$ cat src/core/sacc_pkg.sv
// Shared constants, types and timing tables of the SAR converter control.
// Assumes a 100 MHz main clock; conversion figures are in clock periods.
package sacc_pkg;

    localparam int unsigned ADDR_W = 8;
    localparam int unsigned RES_W = 10;
    localparam int unsigned CNT_W = 9;
    localparam int unsigned SPD_W = 3;
    localparam int unsigned CHAN_W = 3;
    localparam int unsigned THR_W = 8;

    localparam logic [ADDR_W-1:0] MODE_OFS = 8'h00;
    localparam logic [ADDR_W-1:0] CHAN_OFS = 8'h04;
    localparam logic [ADDR_W-1:0] RESULT_OFS = 8'h08;
    localparam logic [ADDR_W-1:0] THRESH_OFS = 8'h0C;
    localparam logic [ADDR_W-1:0] CMP_OFS = 8'h10;
    localparam logic [ADDR_W-1:0] IRQ_OFS = 8'h14;
    localparam logic [ADDR_W-1:0] STAT_OFS = 8'h18;

    localparam int unsigned MODE_RUN_BIT = 0;
    localparam int unsigned MODE_REF_BIT = 1;
    localparam int unsigned MODE_SPD_LSB = 2;
    localparam int unsigned CMP_EN_BIT = 7;
    localparam int unsigned CMP_DIR_BIT = 6;
    localparam int unsigned IRQ_FLAG_BIT = 0;

    localparam logic [SPD_W-1:0] SPD_RST = 3'h0;
    localparam logic [CHAN_W-1:0] CHAN_RST = 3'h0;
    localparam logic [THR_W-1:0] THR_RST = 8'h00;
    localparam logic [RES_W-1:0] RES_RST = 10'h000;
    localparam logic [RES_W-1:0] SAR_TOP = 10'h200;
    localparam logic [CNT_W-1:0] CNT_ONE = 9'h001;
    localparam logic [CNT_W-1:0] BITS_PER_RESULT = 9'h00A;

    typedef logic [SPD_W-1:0] sacc_speed_t;
    typedef logic [CNT_W-1:0] sacc_cnt_t;

    typedef struct packed {
        logic start;
        logic abort;
        sacc_speed_t speed;
    } sacc_sar_ctl_t;

    typedef struct packed {
        logic busy;
        logic sample;
        logic done;
        logic [RES_W-1:0] result;
        logic [RES_W-1:0] tap;
    } sacc_sar_stat_t;

    function automatic logic speed_ok(input sacc_speed_t s);
        speed_ok = (s != 3'h3) && (s != 3'h7);
    endfunction

    function automatic sacc_cnt_t conv_cycles(input sacc_speed_t s);
        unique case (s)
            3'h0: conv_cycles = 9'h120;
            3'h1: conv_cycles = 9'h0F0;
            3'h2: conv_cycles = 9'h0C0;
            3'h4: conv_cycles = 9'h090;
            3'h5: conv_cycles = 9'h078;
            default: conv_cycles = 9'h060;
        endcase
    endfunction

    function automatic sacc_cnt_t samp_cycles(input sacc_speed_t s);
        unique case (s)
            3'h0: samp_cycles = 9'h028;
            3'h1: samp_cycles = 9'h020;
            3'h2: samp_cycles = 9'h018;
            3'h4: samp_cycles = 9'h014;
            3'h5: samp_cycles = 9'h010;
            default: samp_cycles = 9'h00C;
        endcase
    endfunction

    // Restarting variants have the longer start delay column.
    function automatic sacc_cnt_t delay_cycles(input sacc_speed_t s,
                                               input logic restart);
        unique case (s)
            3'h0: delay_cycles = restart ? 9'h020 : 9'h00B;
            3'h1: delay_cycles = restart ? 9'h01C : 9'h00B;
            3'h2: delay_cycles = restart ? 9'h018 : 9'h00A;
            3'h4: delay_cycles = restart ? 9'h010 : 9'h009;
            3'h5: delay_cycles = restart ? 9'h00E : 9'h009;
            default: delay_cycles = restart ? 9'h00C : 9'h00B;
        endcase
    endfunction

endpackage

$ cat src/core/sacc_top.sv
// SAR converter control: APB registers, run control, result and flag.
// Assumes an APB master on pclk and an analog front end that follows
// sample_switch, tap_code and channel_sel and returns cmp_hi.
//
// Register access over APB and the register addresses were decided locally.
`timescale 1ns/1ps
// Behaviours
module sacc_top #(
    parameter bit RESTART_ON_WRITE = 1'b1
) (
    input wire logic pclk,
    input wire logic presetn,
    input wire logic psel,
    input wire logic penable,
    input wire logic pwrite,
    input wire logic [sacc_pkg::ADDR_W-1:0] paddr,
    input wire logic [31:0] pwdata,
    output logic [31:0] prdata,
    output logic pready,
    output logic pslverr,
    input wire logic standby,
    input wire logic cmp_hi,
    output logic sample_switch,
    output logic [sacc_pkg::RES_W-1:0] tap_code,
    output logic [sacc_pkg::CHAN_W-1:0] channel_sel,
    output logic reference_power_en,
    output logic conversion_end_irq
);
    typedef struct packed {
        logic conversion_run_bit;
        logic reference_power_bit;
        sacc_pkg::sacc_speed_t speed_select_field;
        logic [sacc_pkg::CHAN_W-1:0] channel_select_reg;
        logic [sacc_pkg::THR_W-1:0] threshold_reg;
        logic compare_enable_bit;
        logic compare_direction_bit;
        logic [sacc_pkg::RES_W-1:0] conversion_result_reg;
        logic conversion_irq_flag;
        logic pend_valid;
        logic [sacc_pkg::RES_W-1:0] pend_res;
        logic irq;
        logic en_prev;
        logic restart;
        logic [31:0] prdata;
        logic pready;
        logic pslverr;
    } sacc_top_state_t;

    sacc_top_state_t q, d;
    sacc_pkg::sacc_sar_ctl_t ctl;
    sacc_pkg::sacc_sar_stat_t stat;

    logic acc, fin, wr, mapped;
    logic wr_mode, wr_chan, wr_thr, wr_cmp, wr_irq;
    logic en, conflict, rd_res, cmp_ok, irq_ok, set_flag, sd;
    logic [sacc_pkg::THR_W-1:0] result_upper_byte;
    logic [31:0] rd_word;

    always_comb
    begin
        acc = psel && penable;
        fin = acc && q.pready;
        wr = fin && pwrite;
        mapped = (paddr == sacc_pkg::MODE_OFS) || (paddr == sacc_pkg::CHAN_OFS)
            || (paddr == sacc_pkg::RESULT_OFS)
            || (paddr == sacc_pkg::THRESH_OFS)
            || (paddr == sacc_pkg::CMP_OFS) || (paddr == sacc_pkg::IRQ_OFS)
            || (paddr == sacc_pkg::STAT_OFS);
        wr_mode = wr && (paddr == sacc_pkg::MODE_OFS);
        wr_chan = wr && (paddr == sacc_pkg::CHAN_OFS);
        wr_thr = wr && (paddr == sacc_pkg::THRESH_OFS);
        wr_cmp = wr && (paddr == sacc_pkg::CMP_OFS);
        wr_irq = wr && (paddr == sacc_pkg::IRQ_OFS);
        rd_res = acc && !pwrite && (paddr == sacc_pkg::RESULT_OFS);
        sd = stat.done;

        en = q.conversion_run_bit && !standby
            && sacc_pkg::speed_ok(q.speed_select_field);

        conflict = wr_mode || wr_chan;

        result_upper_byte = stat.result[sacc_pkg::RES_W-1 -: sacc_pkg::THR_W];
        cmp_ok = q.compare_direction_bit ? (result_upper_byte < q.threshold_reg)
            : (result_upper_byte >= q.threshold_reg);
        irq_ok = !q.compare_enable_bit || cmp_ok;
        set_flag = sd && !conflict && irq_ok;

        rd_word = '0;
        unique case (paddr)
            sacc_pkg::MODE_OFS:
            begin
                rd_word[sacc_pkg::MODE_RUN_BIT] = q.conversion_run_bit;
                rd_word[sacc_pkg::MODE_REF_BIT] = q.reference_power_bit;
                rd_word[sacc_pkg::MODE_SPD_LSB +: sacc_pkg::SPD_W] =
                    q.speed_select_field;
            end
            sacc_pkg::CHAN_OFS: rd_word[sacc_pkg::CHAN_W-1:0] = q.channel_select_reg;
            sacc_pkg::RESULT_OFS:
                rd_word[sacc_pkg::RES_W-1:0] = q.conversion_result_reg;
            sacc_pkg::THRESH_OFS: rd_word[sacc_pkg::THR_W-1:0] = q.threshold_reg;
            sacc_pkg::CMP_OFS:
            begin
                rd_word[sacc_pkg::CMP_EN_BIT] = q.compare_enable_bit;
                rd_word[sacc_pkg::CMP_DIR_BIT] = q.compare_direction_bit;
            end
            sacc_pkg::IRQ_OFS: rd_word[sacc_pkg::IRQ_FLAG_BIT] = q.conversion_irq_flag;
            sacc_pkg::STAT_OFS:
                rd_word[3:0] = {q.pend_valid,
                    !sacc_pkg::speed_ok(q.speed_select_field), standby, stat.busy};
            default: rd_word = '0;
        endcase

        d = q;
        // One wait state: data is latched in the first access cycle.
        d.pready = acc && !q.pready;
        d.prdata = (acc && !q.pready) ? rd_word : '0;
        d.pslverr = acc && !q.pready && !mapped;

        if (wr_mode)
        begin
            d.conversion_run_bit = pwdata[sacc_pkg::MODE_RUN_BIT];
            d.reference_power_bit = pwdata[sacc_pkg::MODE_REF_BIT];
            d.speed_select_field = pwdata[sacc_pkg::MODE_SPD_LSB +: sacc_pkg::SPD_W];
        end
        if (wr_chan)
        begin
            d.channel_select_reg = pwdata[sacc_pkg::CHAN_W-1:0];
        end
        if (wr_thr)
        begin
            d.threshold_reg = pwdata[sacc_pkg::THR_W-1:0];
        end
        if (wr_cmp)
        begin
            d.compare_enable_bit = pwdata[sacc_pkg::CMP_EN_BIT];
            d.compare_direction_bit = pwdata[sacc_pkg::CMP_DIR_BIT];
        end

        // control write restarts a running conversion
        d.restart = RESTART_ON_WRITE && q.conversion_run_bit
            && (wr_mode || wr_chan || wr_thr || wr_cmp);
        d.en_prev = en;
        ctl.start = en && (!q.en_prev || q.restart);
        ctl.abort = !en;
        ctl.speed = q.speed_select_field;

        // deferred store after a result read
        if (q.pend_valid && !rd_res)
        begin
            d.conversion_result_reg = q.pend_res;
            d.pend_valid = 1'b0;
        end
        // a coinciding mode or channel write keeps the old result
        if (sd && !conflict)
        begin
            if (rd_res)
            begin
                d.pend_valid = 1'b1;
                d.pend_res = stat.result;
            end
            else
            begin
                d.conversion_result_reg = stat.result;
            end
        end

        // only the flag register clears the flag
        if (wr_irq)
        begin
            d.conversion_irq_flag = pwdata[sacc_pkg::IRQ_FLAG_BIT];
        end
        // set wins over a same-cycle clear
        // an end in the cycle of a mode or channel write does not set the flag
        if (set_flag)
        begin
            d.conversion_irq_flag = 1'b1;
        end
        d.irq = set_flag;
    end

    always_ff @(posedge pclk or negedge presetn)
    begin
        if (!presetn)
        begin
            q <= '0;
        end
        else
        begin
            q <= d;
        end
    end

    sacc_sar #(
        .RESTART(RESTART_ON_WRITE)
    ) u_sar (
        .pclk(pclk),
        .presetn(presetn),
        .ctl(ctl),
        .cmp_hi(cmp_hi),
        .stat(stat)
    );

    assign prdata = q.prdata;
    assign pready = q.pready;
    assign pslverr = q.pslverr;
    assign sample_switch = stat.sample;
    assign tap_code = stat.tap;
    assign channel_sel = q.channel_select_reg;
    assign reference_power_en = q.reference_power_bit;
    assign conversion_end_irq = q.irq;
endmodule // sacc_top

$ cat src/core/sacc_sar.sv
// Successive-approximation sequencer: start delay, sampling, ten decisions.
// Assumes an analog comparator result on cmp_hi, valid one cycle after tap.
`timescale 1ns/1ps
module sacc_sar #(
    parameter bit RESTART = 1'b1
) (
    input wire logic pclk,
    input wire logic presetn,
    input sacc_pkg::sacc_sar_ctl_t ctl,
    input wire logic cmp_hi,
    output sacc_pkg::sacc_sar_stat_t stat
);
    typedef enum logic [1:0] {SACC_IDLE, SACC_DELAY, SACC_SAMPLE, SACC_CONV}
        sacc_phase_t;

    typedef struct packed {
        sacc_phase_t phase;
        sacc_pkg::sacc_cnt_t cnt;
        sacc_pkg::sacc_cnt_t step_cnt;
        logic [3:0] bit_idx;
        logic bits_left;
        logic [sacc_pkg::RES_W-1:0] sar;
        sacc_pkg::sacc_speed_t code;
        sacc_pkg::sacc_sar_stat_t st;
    } sacc_sar_state_t;

    sacc_sar_state_t q, d;
    sacc_pkg::sacc_cnt_t step;
    logic [sacc_pkg::RES_W-1:0] trial;

    always_comb
    begin
        d = q;
        d.st.done = 1'b0;
        step = 9'((sacc_pkg::conv_cycles(q.code) - sacc_pkg::samp_cycles(q.code))
            / sacc_pkg::BITS_PER_RESULT);
        trial = q.sar;
        unique case (q.phase)
            SACC_IDLE: ;
            SACC_DELAY:
            begin
                d.cnt = q.cnt + sacc_pkg::CNT_ONE;
                if (q.cnt == sacc_pkg::delay_cycles(q.code, RESTART) - 9'h001)
                begin
                    d.phase = SACC_SAMPLE;
                    d.cnt = '0;
                end
            end
            SACC_SAMPLE:
            begin
                d.cnt = q.cnt + sacc_pkg::CNT_ONE;
                if (q.cnt == sacc_pkg::samp_cycles(q.code) - 9'h001)
                begin
                    d.phase = SACC_CONV;
                    d.sar = sacc_pkg::SAR_TOP;
                    d.bit_idx = 4'h9;
                    d.bits_left = 1'b1;
                    d.step_cnt = '0;
                end
            end
            SACC_CONV:
            begin
                d.cnt = q.cnt + sacc_pkg::CNT_ONE;
                if (q.bits_left)
                begin
                    d.step_cnt = q.step_cnt + sacc_pkg::CNT_ONE;
                    if (q.step_cnt == step - 9'h001)
                    begin
                        d.step_cnt = '0;
                        if (!cmp_hi)
                        begin
                            trial[q.bit_idx] = 1'b0;
                        end
                        if (q.bit_idx != 4'h0)
                        begin
                            trial[q.bit_idx - 4'h1] = 1'b1;
                            d.bit_idx = q.bit_idx - 4'h1;
                        end
                        else
                        begin
                            d.bits_left = 1'b0;
                        end
                        d.sar = trial;
                    end
                end
                if (q.cnt == sacc_pkg::conv_cycles(q.code) - 9'h001)
                begin
                    d.st.done = 1'b1;
                    d.st.result = trial;
                    d.phase = SACC_SAMPLE;
                    d.cnt = '0;
                end
            end
        endcase
        // An aborted or restarted conversion reports no result.
        if (ctl.start)
        begin
            d.phase = SACC_DELAY;
            d.cnt = '0;
            d.code = ctl.speed;
            d.st.done = 1'b0;
        end
        else if (ctl.abort)
        begin
            d.phase = SACC_IDLE;
            d.st.done = 1'b0;
        end
        d.st.busy = (d.phase != SACC_IDLE);
        d.st.sample = (d.phase == SACC_SAMPLE);
        d.st.tap = d.sar;
    end

    always_ff @(posedge pclk or negedge presetn)
    begin
        if (!presetn)
        begin
            q <= '{phase: SACC_IDLE, default: '0};
        end
        else
        begin
            q <= d;
        end
    end

    assign stat = q.st;

    // Helper counters read only by the checks below.
    sacc_pkg::sacc_cnt_t hlp_samp_q, hlp_dly_q;
    logic [9:0] hlp_tot_q;

    always_ff @(posedge pclk or negedge presetn)
    begin
        if (!presetn)
        begin
            hlp_samp_q <= '0;
            hlp_dly_q <= '0;
            hlp_tot_q <= '0;
        end
        else
        begin
            hlp_samp_q <= q.st.sample ? hlp_samp_q + 9'h001 : '0;
            hlp_dly_q <= (q.phase == SACC_DELAY) ? hlp_dly_q + 9'h001 : '0;
            hlp_tot_q <= (q.st.sample && q.cnt == '0) ? 10'h001
                : hlp_tot_q + 10'h001;
        end
    end
endmodule // sacc_sar

$ cat config.mk
export PLATFORM = sky130hd
export DESIGN_NAME = sacc_top
export DESIGN_NICKNAME = d
export VERILOG_FILES = /design/src/core/sacc_pkg.sv /design/src/core/sacc_top.sv /design/src/core/sacc_sar.sv
export SDC_FILE = /design/constraint.sdc
export NUM_CORES = 1
export LEC_CHECK = 0
export BUFFER_PORTS_ARGS = -buffer_cell sky130_fd_sc_hd__buf_4
export CAP_MARGIN = 20
export CORE_ASPECT_RATIO = 0.5
export CORE_MARGIN = 3
export CORE_UTILIZATION = 45
export DETAILED_ROUTE_END_ITERATION = 8
export PLACE_DENSITY = 0.77
export SLEW_MARGIN = 10
export SYNTH_ARGS = -nofsm -noshare
export SYNTH_HDL_FRONTEND = slang
export SYNTH_SLANG_ARGS = --single-unit
$ cat constraint.sdc
create_clock -name pclk -period 7.4 [get_ports pclk]
set_input_delay 1.48 -clock pclk [delete_from_list [all_inputs] [get_ports pclk]]
set_output_delay 1.48 -clock pclk [all_outputs]
set_load 0.005 [all_outputs]
==> impl_metrics.env, run 1 <==
export IMPL_crit_type="flop to flop"
export IMPL_start_util_pct=46.7
export IMPL_ys_ff_latch=106
export IMPL_timing_rr_end="u_sar.q[29]$_DFFE_PN0P_"
export IMPL_slowest_delay_ns=0.52
export IMPL_leakage_nw=3.55
export IMPL_drive_gt1_share_pct=15.9
export IMPL_synth_cells=870
export IMPL_tns_ns=0
export IMPL_gp_congestion=0.908
export IMPL_slew_headroom_pct=31.1
export IMPL_clk_pin_slew_worst_paths_ns=0.07
export IMPL_min_to="prdata[9]$_DFF_PN0_"
export IMPL_power_density_nw_per_um2=148
export IMPL_crit_path_max_fanout=10
export IMPL_nets=951
export IMPL_yosys_warnings=0
export IMPL_portBuffers=50
export IMPL_yosys_area_top_type="dfrtp_1"
export IMPL_hold_class="flop to flop"
export IMPL_viasPerCell=5.95
export IMPL_synth_top_family_by_area="simple AND/OR/NAND/NOR gates"
export IMPL_vias=6481
export IMPL_yosysSeqAreaShare_pct=36.4
export IMPL_netlist_area_leader_share_pct=36.4
export IMPL_ys_flop_type="dfrtp_1"
export IMPL_rows=32
export IMPL_min_from="q[58]$_DFF_PN0_"
export IMPL_arrival_ns=7.18
export IMPL_maxSlewViolCount=0
export IMPL_maxCapViolCount=0
export IMPL_crit_top_cell="ha_1"
export IMPL_grt_antenna_before_repair=0
export IMPL_pin_count=97
export IMPL_endpoint_kind="flop"
export IMPL_r2r_cells=31
export IMPL_synth_area_mux_share_pct=4.63
export IMPL_core_area_um2=15600
export IMPL_layout_setup_ws_ns=0.462
export IMPL_root_buffer="clkbuf_16"
export IMPL_final_cell_mix="105 x dfrtp_1, 94 x nand2_1, 74 x nor2_1"
export IMPL_r2r_start="u_sar.q[25]$_DFFE_PN0P_"
export IMPL_antenna_left=0
export IMPL_synth_area_top_cells="dfrtp_1 36%, nand2_1 4.9%, buf_4 4.7%, nor2_1 3.9%, ha_1 3.8%"
export IMPL_die_h_um=96.0
export IMPL_hold_violations=0
export IMPL_grt_use_total_pct=20.3
export IMPL_first_global_vias=6048
export IMPL_tightest_slew_ns=1.03
export IMPL_cts_tree="done"
export IMPL_die_w_um=186
export IMPL_num_antenna_cells=0
export IMPL_dp_hpwl_um=13200
export IMPL_drt_first_iter_violations=590
export IMPL_min_period_ns=6.94
export IMPL_drtPass1Iterations=5
export IMPL_fmaxAchievable_mhz=144
export IMPL_crit_required_ns=7.64
export IMPL_fin_crit_sh_pct=93.8
export IMPL_pre_cts_slack_ns=0.228
export IMPL_cts_htree_levels=3
export IMPL_setup_viol=0
export IMPL_routed_wl_um=18000
export IMPL_grt_pass1_wl_um=29700
export IMPL_clkSinkCount=106
export IMPL_post_route_drc_count=0
export IMPL_clock_latency_ns=0.35
export IMPL_synth_edf_count=0
export IMPL_clockBufferDepth=2
export IMPL_die_area_um2=17900
export IMPL_grt_max_degree=80
export IMPL_layout_commonest_cell="dfrtp_1"
export IMPL_wl_per_cell_um=16.5
export IMPL_utilization_pct=50.8
export IMPL_yosys_area_share_simple_pct=22.4
export IMPL_areaGrowthSynthToFinish_pct=8.89
export IMPL_synthAdderAreaFrac_pct=3.77
export IMPL_syn_area_um2=7290
export IMPL_synth_xor_area_share_pct=2.14
export IMPL_r2r_setup_slack_ns=0.46
export IMPL_synthArstFlopShare_pct=100
export IMPL_synth_compound_area_share_pct=21.1
export IMPL_gr_total_overflow=0
export IMPL_cp_slowest_cell="or4_4"
export IMPL_clock_skew_ns=0.00669
export IMPL_avgSynthCellArea_um2=8.38
export IMPL_numCtsBuffers=9
export IMPL_min_path_cells=1
export IMPL_status="finished clean"
export IMPL_worst_hold_slack_ns=0.482
export IMPL_start_kind="flop"
export IMPL_irDropWorstVdd_mv=0.0946
export IMPL_synth_cell_types=78
-- power breakdown --
| part | switching [mW] | total [mW] | internal, mW |
|---|---|---|---|
| Sequential | 0.0113 | 0.595 | 0.584 |
| Clock | 0.223 | 0.454 | 0.231 |
| Combinational | 0.0783 | 0.128 | 0.0498 |
| Total | 0.313 | 1.18 | 0.864 |
-- layout make-up --
class,instances,area [um^2]
fillers,1426,7670
clock buffers,9,225
multi-input cells,655,4050
flip-flops and latches,106,2650
repair buffers,74,576
clock inverters,6,47.5
inverters,36,135
well taps,204,255
-- stage by stage --
| step | cells | cell area, um^2 | total power, mW |
|---|---|---|---|
| after floorplan | 891 | 7380 | 0.692 |
| after global placement | 1072 | 7600 | 0.725 |
| after detailed placement | 1072 | 7600 | 0.729 |
| after CTS | 1087 | 7880 | 1.18 |
| after global routing | 1090 | 7940 | 1.22 |
| final | 1090 | 7940 | 1.18 |
-- cells in the mapped netlist (5+ instances only) --
cell	count
dfrtp_1	106
nand2_1	95
nor2_1	75
o21ai_0	53
a21oi_1	49
buf_4	46
clkbuf_1	38
inv_1	35
nand3_1	34
nor3_1	30
ha_1	22
mux2_2	22
a31oi_1	18
nor2b_1	17
o22ai_1	17
nand2b_1	13
a22oi_1	11
and2_1	11
xnor2_1	11
and3_1	10
mux2i_1	9
o211ai_1	9
nand4_1	7
o21ai_1	7
o221ai_1	6
or3_1	6
or4_1	6
o311ai_1	5
o31ai_1	5
xor2_1	5
-- logic make-up after synthesis --
kind of cell	after synthesis
xor+xnor	17
compound gates	230
mux	31
fa+ha+maj	22
buf+inv	130
flops	106
simple gates	333
other cells	1
-- how the worst max path moves through the flow --
stage                     cells after the start                     from  slack [ns]                    endpoint
after floorplan                              33  u_sar.q[24]$_DFFE_PN0P_        0.04  u_sar.stat[11]$_DFFE_PN0P_
after global placement                       28  u_sar.q[25]$_DFFE_PN0P_        0.41     u_sar.q[49]$_DFFE_PN0P_
after detailed placement                     28  u_sar.q[25]$_DFFE_PN0P_        0.23     u_sar.q[49]$_DFFE_PN0P_
after CTS                                    28  u_sar.q[25]$_DFFE_PN0P_        0.15     u_sar.q[49]$_DFFE_PN0P_
after global routing                         31  u_sar.q[25]$_DFFE_PN0P_      -0.005  u_sar.stat[13]$_DFFE_PN0P_
final                                        31  u_sar.q[25]$_DFFE_PN0P_        0.46     u_sar.q[29]$_DFFE_PN0P_
-- metal layers --
layer  GRT usage [%]  vias up  share of wire [%]
li1                -     3085                  -
met1            27.6     3141                 46
met2            34.4      233                 46
met3            3.47       22                6.2
met4            4.83        0                1.3
met5               0        -                  0
-- registers in the layout (all words and copies together) (netlist names) --
name and flops:
channel_sel 3, pslverr 1, u_sar.q 38, prdata 10, q 35, conversion_end_irq 1
ctl 3, reference_power_en 1, pready 1, u_sar.stat 13
-- repair_timing --
| action | CTS | global route |
|---|---|---|
| gates resized for setup | 0 | 9 |
| endpoints found under the setup margin | 0 | 34 |
| hold buffers | 0 | 0 |
| buffers inserted | 0 | 1 |
| endpoints found under the hold margin | 0 | 0 |
-- critical path: cells and delay by family, from the launching register on --
| family | cells | cell delay, ns |
|---|---|---|
| and+or+nand+nor | 11 | 2.14 |
| adders and majority gates | 4 | 1.17 |
| DFF | 1 | 0.51 |
| xor gates and xnor gates | 2 | 0.35 |
| muxes | 2 | 0.39 |
| AOI/OAI and AO/OA | 9 | 1.84 |
| buffers and inverters | 3 | 0.41 |
Power figures use the tool's default switching activity.
==> run 2: changes to the inputs <==
Settings changed: GPL_TIMING_DRIVEN set to 0.
==> run 2 against run 1 <==
  * Clock-buffer cell count is 1 higher
  * First-iteration DRC count is 4.2% higher
  * Setup slack worse by 0.14 ns
  * Global-route usage is 0.98 points higher
  * Routed wire length is 6.2% higher
  * Critical path depth is 1 higher
  * Clock skew is 0.0059 ns higher
  * Combinational power is 20% higher
  * Design area is 7.8% higher
  * Register-to-register slack worse by 0.14 ns
  * Critical endpoint is now u_sar.q[30]$_DFFE_PN0P_
  * Largest cell class unchanged
  * Highest routed layer unchanged
==> impl_metrics.env, run 2 (synthesis gave the netlist of run 1 again) <==
export IMPL_status="finished clean"
export IMPL_cts_tree="done"
export IMPL_drtPass1Iterations=5
export IMPL_areaGrowthSynthToFinish_pct=17.3
export IMPL_die_w_um=186
export IMPL_final_cell_mix="106 x buf_4, 105 x dfrtp_1, 93 x nand2_1"
export IMPL_p_sw_mw=0.338
export IMPL_crit_top_cell="buf_6"
export IMPL_antenna_left=0
export IMPL_slowest_delay_ns=0.52
export IMPL_clock_skew_ns=0.0126
export IMPL_die_h_um=96.0
export IMPL_drt_first_iter_violations=615
export IMPL_cts_htree_levels=3
export IMPL_top_register="u_sar.q"
export IMPL_num_antenna_cells=0
export IMPL_power_density_nw_per_um2=144
export IMPL_root_buffer="clkbuf_16"
export IMPL_maxSlewViolCount=0
export IMPL_crit_required_ns=7.64
export IMPL_layout_setup_ws_ns=0.326
export IMPL_start_kind="flop"
export IMPL_gp_congestion=0.905
export IMPL_power_mw=1.23
export IMPL_fmaxAchievable_mhz=141
export IMPL_ctsHoldBuffers=0
export IMPL_routed_wl_um=19100
export IMPL_r2r_cells=32
export IMPL_hold_violations=0
export IMPL_leakage_nw=3.84
export IMPL_largest_reg_flops=38
export IMPL_power_share_combinational_pct=12.4
export IMPL_grt_max_degree=107
export IMPL_cp_slowest_cell="or4_4"
export IMPL_seq_power_share_pct=47.8
export IMPL_hold_class="flop to flop"
export IMPL_slew_headroom_pct=31.8
export IMPL_clk_pin_slew_worst_paths_ns=0.08
export IMPL_layout_commonest_cell="buf_4"
export IMPL_post_route_drc_count=0
export IMPL_endpoint_kind="flop"
export IMPL_placed_cell_area_um2=8000
export IMPL_core_area_um2=15600
export IMPL_first_global_vias=6186
export IMPL_tightest_slew_ns=1.01
export IMPL_utilization_pct=54.8
export IMPL_irDropWorstVdd_mv=0.103
export IMPL_fin_crit_sh_pct=95.6
export IMPL_grt_antenna_before_repair=0
export IMPL_p_int_mw=0.894
export IMPL_nets=1030
export IMPL_pre_cts_slack_ns=-1.47
export IMPL_pin_count=97
export IMPL_start_util_pct=46.7
export IMPL_tns_ns=0
export IMPL_design_area_um2=8560
export IMPL_crit_path_max_fanout=10
export IMPL_drive_gt1_share_pct=20.9
export IMPL_crit_type="flop to flop"
export IMPL_setup_viol=0
export IMPL_gr_total_overflow=0
export IMPL_vias=6727
export IMPL_numCtsBuffers=9
export IMPL_grt_pass1_wl_um=30800
export IMPL_viasPerCell=5.75
export IMPL_rows=32
export IMPL_min_path_cells=1
export IMPL_die_area_um2=17900
export IMPL_dp_hpwl_um=13700
export IMPL_wl_per_cell_um=16.3
export IMPL_switching_share_pct=27.5
export IMPL_grt_use_total_pct=21.3
export IMPL_clockBufferDepth=2
export IMPL_clkPwrFrac_pct=39.8
export IMPL_clkSinkCount=106
export IMPL_portBuffers=49
export IMPL_clock_latency_ns=0.36
export IMPL_arrival_ns=7.32
export IMPL_maxCapViolCount=0
export IMPL_min_period_ns=7.07
export IMPL_r2r_setup_slack_ns=0.33
run 2: cell count changes in the layout (fill, tap and decap cells not counted), moves of 3 or more:
| cell | before | now |
|---|---|---|
| mux2i_4 | 0 | 3 |
| buf_4 | 72 | 106 |
| clkbuf_1 | 0 | 35 |
| nor2_2 | 4 | 7 |
| buf_6 | 0 | 10 |
| nor2_1 | 74 | 71 |
run 2: worst paths after layout:
check / startpoint / end
max: u_sar.q[24]$_DFFE_PN0P_ / u_sar.q[30]$_DFFE_PN0P_
min: q[57]$_DFF_PN0_ / prdata[8]$_DFF_PN0_
max reg2reg: u_sar.q[24]$_DFFE_PN0P_ / u_sar.q[30]$_DFFE_PN0P_
min reg2reg: q[57]$_DFF_PN0_ / prdata[8]$_DFF_PN0_
max in group asynchronous: presetn / u_sar.q[24]$_DFFE_PN0P_
min in group asynchronous: presetn / q[45]$_DFFE_PN0P_
run 2: final cells by class:
cell class              count  area, um^2
fillers                  1371        7060
well taps                 204         255
plain buffers              93         597
multi-input cells         655        4150
inverters                  36         143
repair buffers             60         454
flip-flops and latches    106        2650
clock inverters             6        62.6
clock buffers              10         239
run 2: power groups by stage:
stage | combinational, mW | sequential [mW] | clock [mW]
5_1_grt | 0.171 | 0.590 | 0.520
4_1_cts | 0.144 | 0.589 | 0.497
3_5_place_dp | 0.138 | 0.600 | 0
2_1_floorplan | 0.0936 | 0.599 | 0
3_3_place_gp | 0.134 | 0.600 | 0
6_report | 0.153 | 0.589 | 0.490
run 2: per-stage QoR:
step / hold slack [ns] / instances
global route: 0.521 / 1170
CTS: 0.491 / 1162
detailed placement: 0.473 / 1144
global placement: 0.467 / 1144
finish: 0.486 / 1170
floorplan: 0.448 / 891
run 2: layer usage:
metal	track usage, %	wire length (um)	up-vias
li1	-	-	3247
met1	28.9	8630	3188
met2	36.1	8870	256
met3	3.32	1240	36
met4	5.63	309	0
met5	0	0	-
run 2: worst max-delay path: cells and delay by family, from the launching register on:
family / cells / cell delay, ns
AO/OA/AOI/OAI: 9 / 2.07
XOR/XNOR: 1 / 0.12
adder cells (fa/ha/maj): 4 / 0.85
buffers and inverters: 6 / 0.94
flip-flops: 1 / 0.45
multiplexers: 2 / 0.49
AND/OR/NAND/NOR: 10 / 2.01
run 2: what timing repair did:
| item | CTS | global route |
|---|---|---|
| resized for setup | 24 | 25 |
| endpoints found under the setup margin | 34 | 34 |
| buffers inserted | 3 | 8 |
| endpoints found under the hold margin | 0 | 0 |
| pin swaps | 2 | 5 |
==> run 3: changes to the inputs <==
Settings changed: CAP_MARGIN 20 to 5, SYNTH_HIERARCHICAL set to 1.
==> run 3 against run 2 <==
  * Combinational power increased by 150%
  * Design area increased by 4.3%
  * Sequential share of layout area decreased by 1.3 points
  * Critical path type unchanged
  * Largest power group unchanged
==> impl_metrics.env, run 3 <==
export IMPL_vias=6383
export IMPL_grt_use_total_pct=19.2
export IMPL_final_cell_mix="139 x buf_4, 105 x dfrtp_1, 59 x nand2_1, 59 x nor2_1"
export IMPL_status="finished clean"
export IMPL_power_density_nw_per_um2=159
export IMPL_power_share_combinational_pct=26.6
export IMPL_rows=32
export IMPL_setup_viol=0
export IMPL_num_antenna_cells=0
export IMPL_syn_area_um2=7400
export IMPL_ys_flop_type="dfrtp_1"
export IMPL_clk_pin_slew_worst_paths_ns=0.07
export IMPL_yosys_warnings=6
export IMPL_clkPwrFrac_pct=32.3
export IMPL_routed_wl_um=18000
export IMPL_irDropWorstVdd_mv=0.0880
export IMPL_tns_ns=0
export IMPL_cts_htree_levels=3
export IMPL_numCtsBuffers=9
export IMPL_fmaxAchievable_mhz=139
export IMPL_first_global_vias=6071
export IMPL_largest_reg_flops=35
export IMPL_grt_pass1_wl_um=29400
export IMPL_cp_slowest_cell="dfrtp_1"
export IMPL_crit_type="flop to flop"
export IMPL_crit_top_cell="ha_4"
export IMPL_synth_edf_count=0
export IMPL_drt_met1_wl_um=8170
export IMPL_ys_ff_latch=106
export IMPL_drt_first_iter_violations=510
export IMPL_gr_total_overflow=0
export IMPL_clkSinkCount=106
export IMPL_core_area_um2=15700
export IMPL_utilization_pct=56.7
export IMPL_leakage_nw=4.04
export IMPL_cts_tree="done"
export IMPL_die_area_um2=18100
export IMPL_drive_gt1_share_pct=27.6
export IMPL_start_kind="flop"
export IMPL_yosys_area_top_type="dfrtp_1"
export IMPL_placed_cell_area_um2=8180
export IMPL_root_buffer="clkbuf_16"
export IMPL_regArea_um2=2650
export IMPL_p_int_mw=0.987
export IMPL_maxSlewViolCount=0
export IMPL_synth_area_top_cells="dfrtp_1 36%, buf_4 6.0%, ha_1 4.9%, mux2_1 3.8%, nor2_1 3.1%"
export IMPL_switching_share_pct=30.3
export IMPL_post_route_drc_count=0
export IMPL_die_h_um=96.7
export IMPL_min_period_ns=7.19
export IMPL_top_layer_used="met4"
export IMPL_die_w_um=187
export IMPL_start_util_pct=47.0
export IMPL_yosysMostFrequentCell="dfrtp_1"
export IMPL_slew_headroom_pct=34.3
export IMPL_fin_crit_sh_pct=97.1
export IMPL_crit_required_ns=7.63
export IMPL_p_sw_mw=0.429
export IMPL_multi_input_area_um2=4320
export IMPL_areaGrowthSynthToFinish_pct=20.5
export IMPL_endpoint_kind="flop"
export IMPL_clock_skew_ns=0.0105
export IMPL_hold_violations=0
export IMPL_clock_latency_ns=0.35
export IMPL_arrival_ns=7.42
export IMPL_gp_congestion=0.911
export IMPL_top_register="q"
export IMPL_nets=981
export IMPL_dp_hpwl_um=12600
export IMPL_hold_class="flop to flop"
export IMPL_r2r_setup_slack_ns=0.21
export IMPL_avgSynthCellArea_um2=9.34
export IMPL_tightest_slew_ns=0.979
export IMPL_synth_common_cells="106 x dfrtp_1, 61 x nor2_1, 59 x buf_4, 59 x nand2_1"
export IMPL_grt_max_degree=107
export IMPL_pin_count=97
export IMPL_synthArstFlopShare_pct=100
export IMPL_viasPerCell=5.65
export IMPL_nFillCells=1312
export IMPL_met2WireLength_um=8580
export IMPL_maxCapViolCount=0
export IMPL_drtPass1Iterations=5
export IMPL_wl_per_cell_um=16.0
export IMPL_crit_path_max_fanout=10
export IMPL_clockBufferDepth=2
export IMPL_ctsHoldBuffers=0
export IMPL_antenna_left=0
export IMPL_synth_cells=793
export IMPL_seq_power_share_pct=41.0
export IMPL_portBuffers=49
export IMPL_netlist_area_leader_share_pct=35.8
export IMPL_design_area_um2=8920
export IMPL_synth_cell_types=94
export IMPL_yosysSeqAreaShare_pct=35.8
export IMPL_slowest_delay_ns=0.42
export IMPL_layout_commonest_cell="buf_4"
export IMPL_wl_met3_um=927
export IMPL_grt_antenna_before_repair=0
run 3: cell count changes in the layout (fill, tap and decap cells not counted), moves of 16 or more:
cell      previous run  this run
buf_4              106       139
clkbuf_1            35        15
mux2_1               0        24
nand2_1             93        59
nand3_1             33        17
o21ai_0             51        24
run 3: stage by stage:
step	std cells	setup slack (ns)	hold WS, ns	total power, mW
4_1_cts	1111	0.0121	0.486	1.38
5_1_grt	1130	-0.0776	0.513	1.48
3_3_place_gp	1084	-0.867	0.467	0.888
3_5_place_dp	1084	-1.01	0.475	0.895
2_1_floorplan	814	0.00669	0.450	0.825
6_report	1130	0.214	0.486	1.42
run 3: what timing repair did:
| action | in CTS | in global routing |
|---|---|---|
| resized for setup | 22 | 31 |
| pin swaps | 13 | 24 |
| endpoints found under the setup margin | 34 | 34 |
| setup buffers | 13 | 20 |
run 3: final cells by class:
cell class	count	area share [%]
tap	221	3.10
buffer	87	6.76
clock buffer	9	2.52
inverter	41	1.81
clock inverter	6	0.575
timing repair buffer	82	7.03
sequential	106	29.7
multi-input combinational	578	48.5
run 3: final timing paths:
path,cells past startpoint,end,from
worst min-delay path,2,u_sar/stat[11]$_DFFE_PN0P_,u_sar/stat[11]$_DFFE_PN0P_
max in group asynchronous,1,u_sar/q[25]$_DFFE_PN0P_,presetn
worst max register to register,39,u_sar/stat[10]$_DFFE_PN0P_,u_sar/q[24]$_DFFE_PN0P_
worst max-delay path,39,u_sar/stat[10]$_DFFE_PN0P_,u_sar/q[24]$_DFFE_PN0P_
min in group asynchronous,1,q[58]$_DFF_PN0_,presetn
worst min register to register,2,u_sar/stat[11]$_DFFE_PN0P_,u_sar/stat[11]$_DFFE_PN0P_
run 3: kinds of logic after synthesis:
| logic type | after synthesis | share of synthesized area [%] |
|---|---|---|
| and+or+nand+nor | 254 | 18.0 |
| buffers and inverters | 130 | 10.2 |
| AOI/OAI and AO/OA | 197 | 20.2 |
| muxes | 55 | 8.30 |
| DFF | 106 | 35.8 |
| other | 1 | 0.0507 |
| xor gates and xnor gates | 21 | 2.48 |
| adders and majority gates | 29 | 4.90 |
run 3: layer usage:
metal / vias to the layer above / track usage (%)
li1: 3035 / -
met1: 3068 / 26.0
met2: 237 / 32.1
met3: 43 / 3.37
met4: 0 / 4.95
met5: - / 0
run 3: worst max-delay path, delay by kind of cell, from the launching register on:
family,cells,cell delay (ns)
compound gates,11,2.29
xor+xnor,1,0.13
fa+ha+maj,5,0.90
buf+inv,10,1.07
flops,1,0.42
mux,3,0.88
simple gates,9,1.39
run 3: power by group through the flow:
stage | Combinational [mW] | Sequential [mW] | Clock (mW)
after global routing | 0.409 | 0.581 | 0.491
after global placement | 0.295 | 0.592 | 0
final | 0.377 | 0.581 | 0.458
after floorplan | 0.233 | 0.592 | 0
after CTS | 0.325 | 0.581 | 0.473
after detailed placement | 0.302 | 0.592 | 0
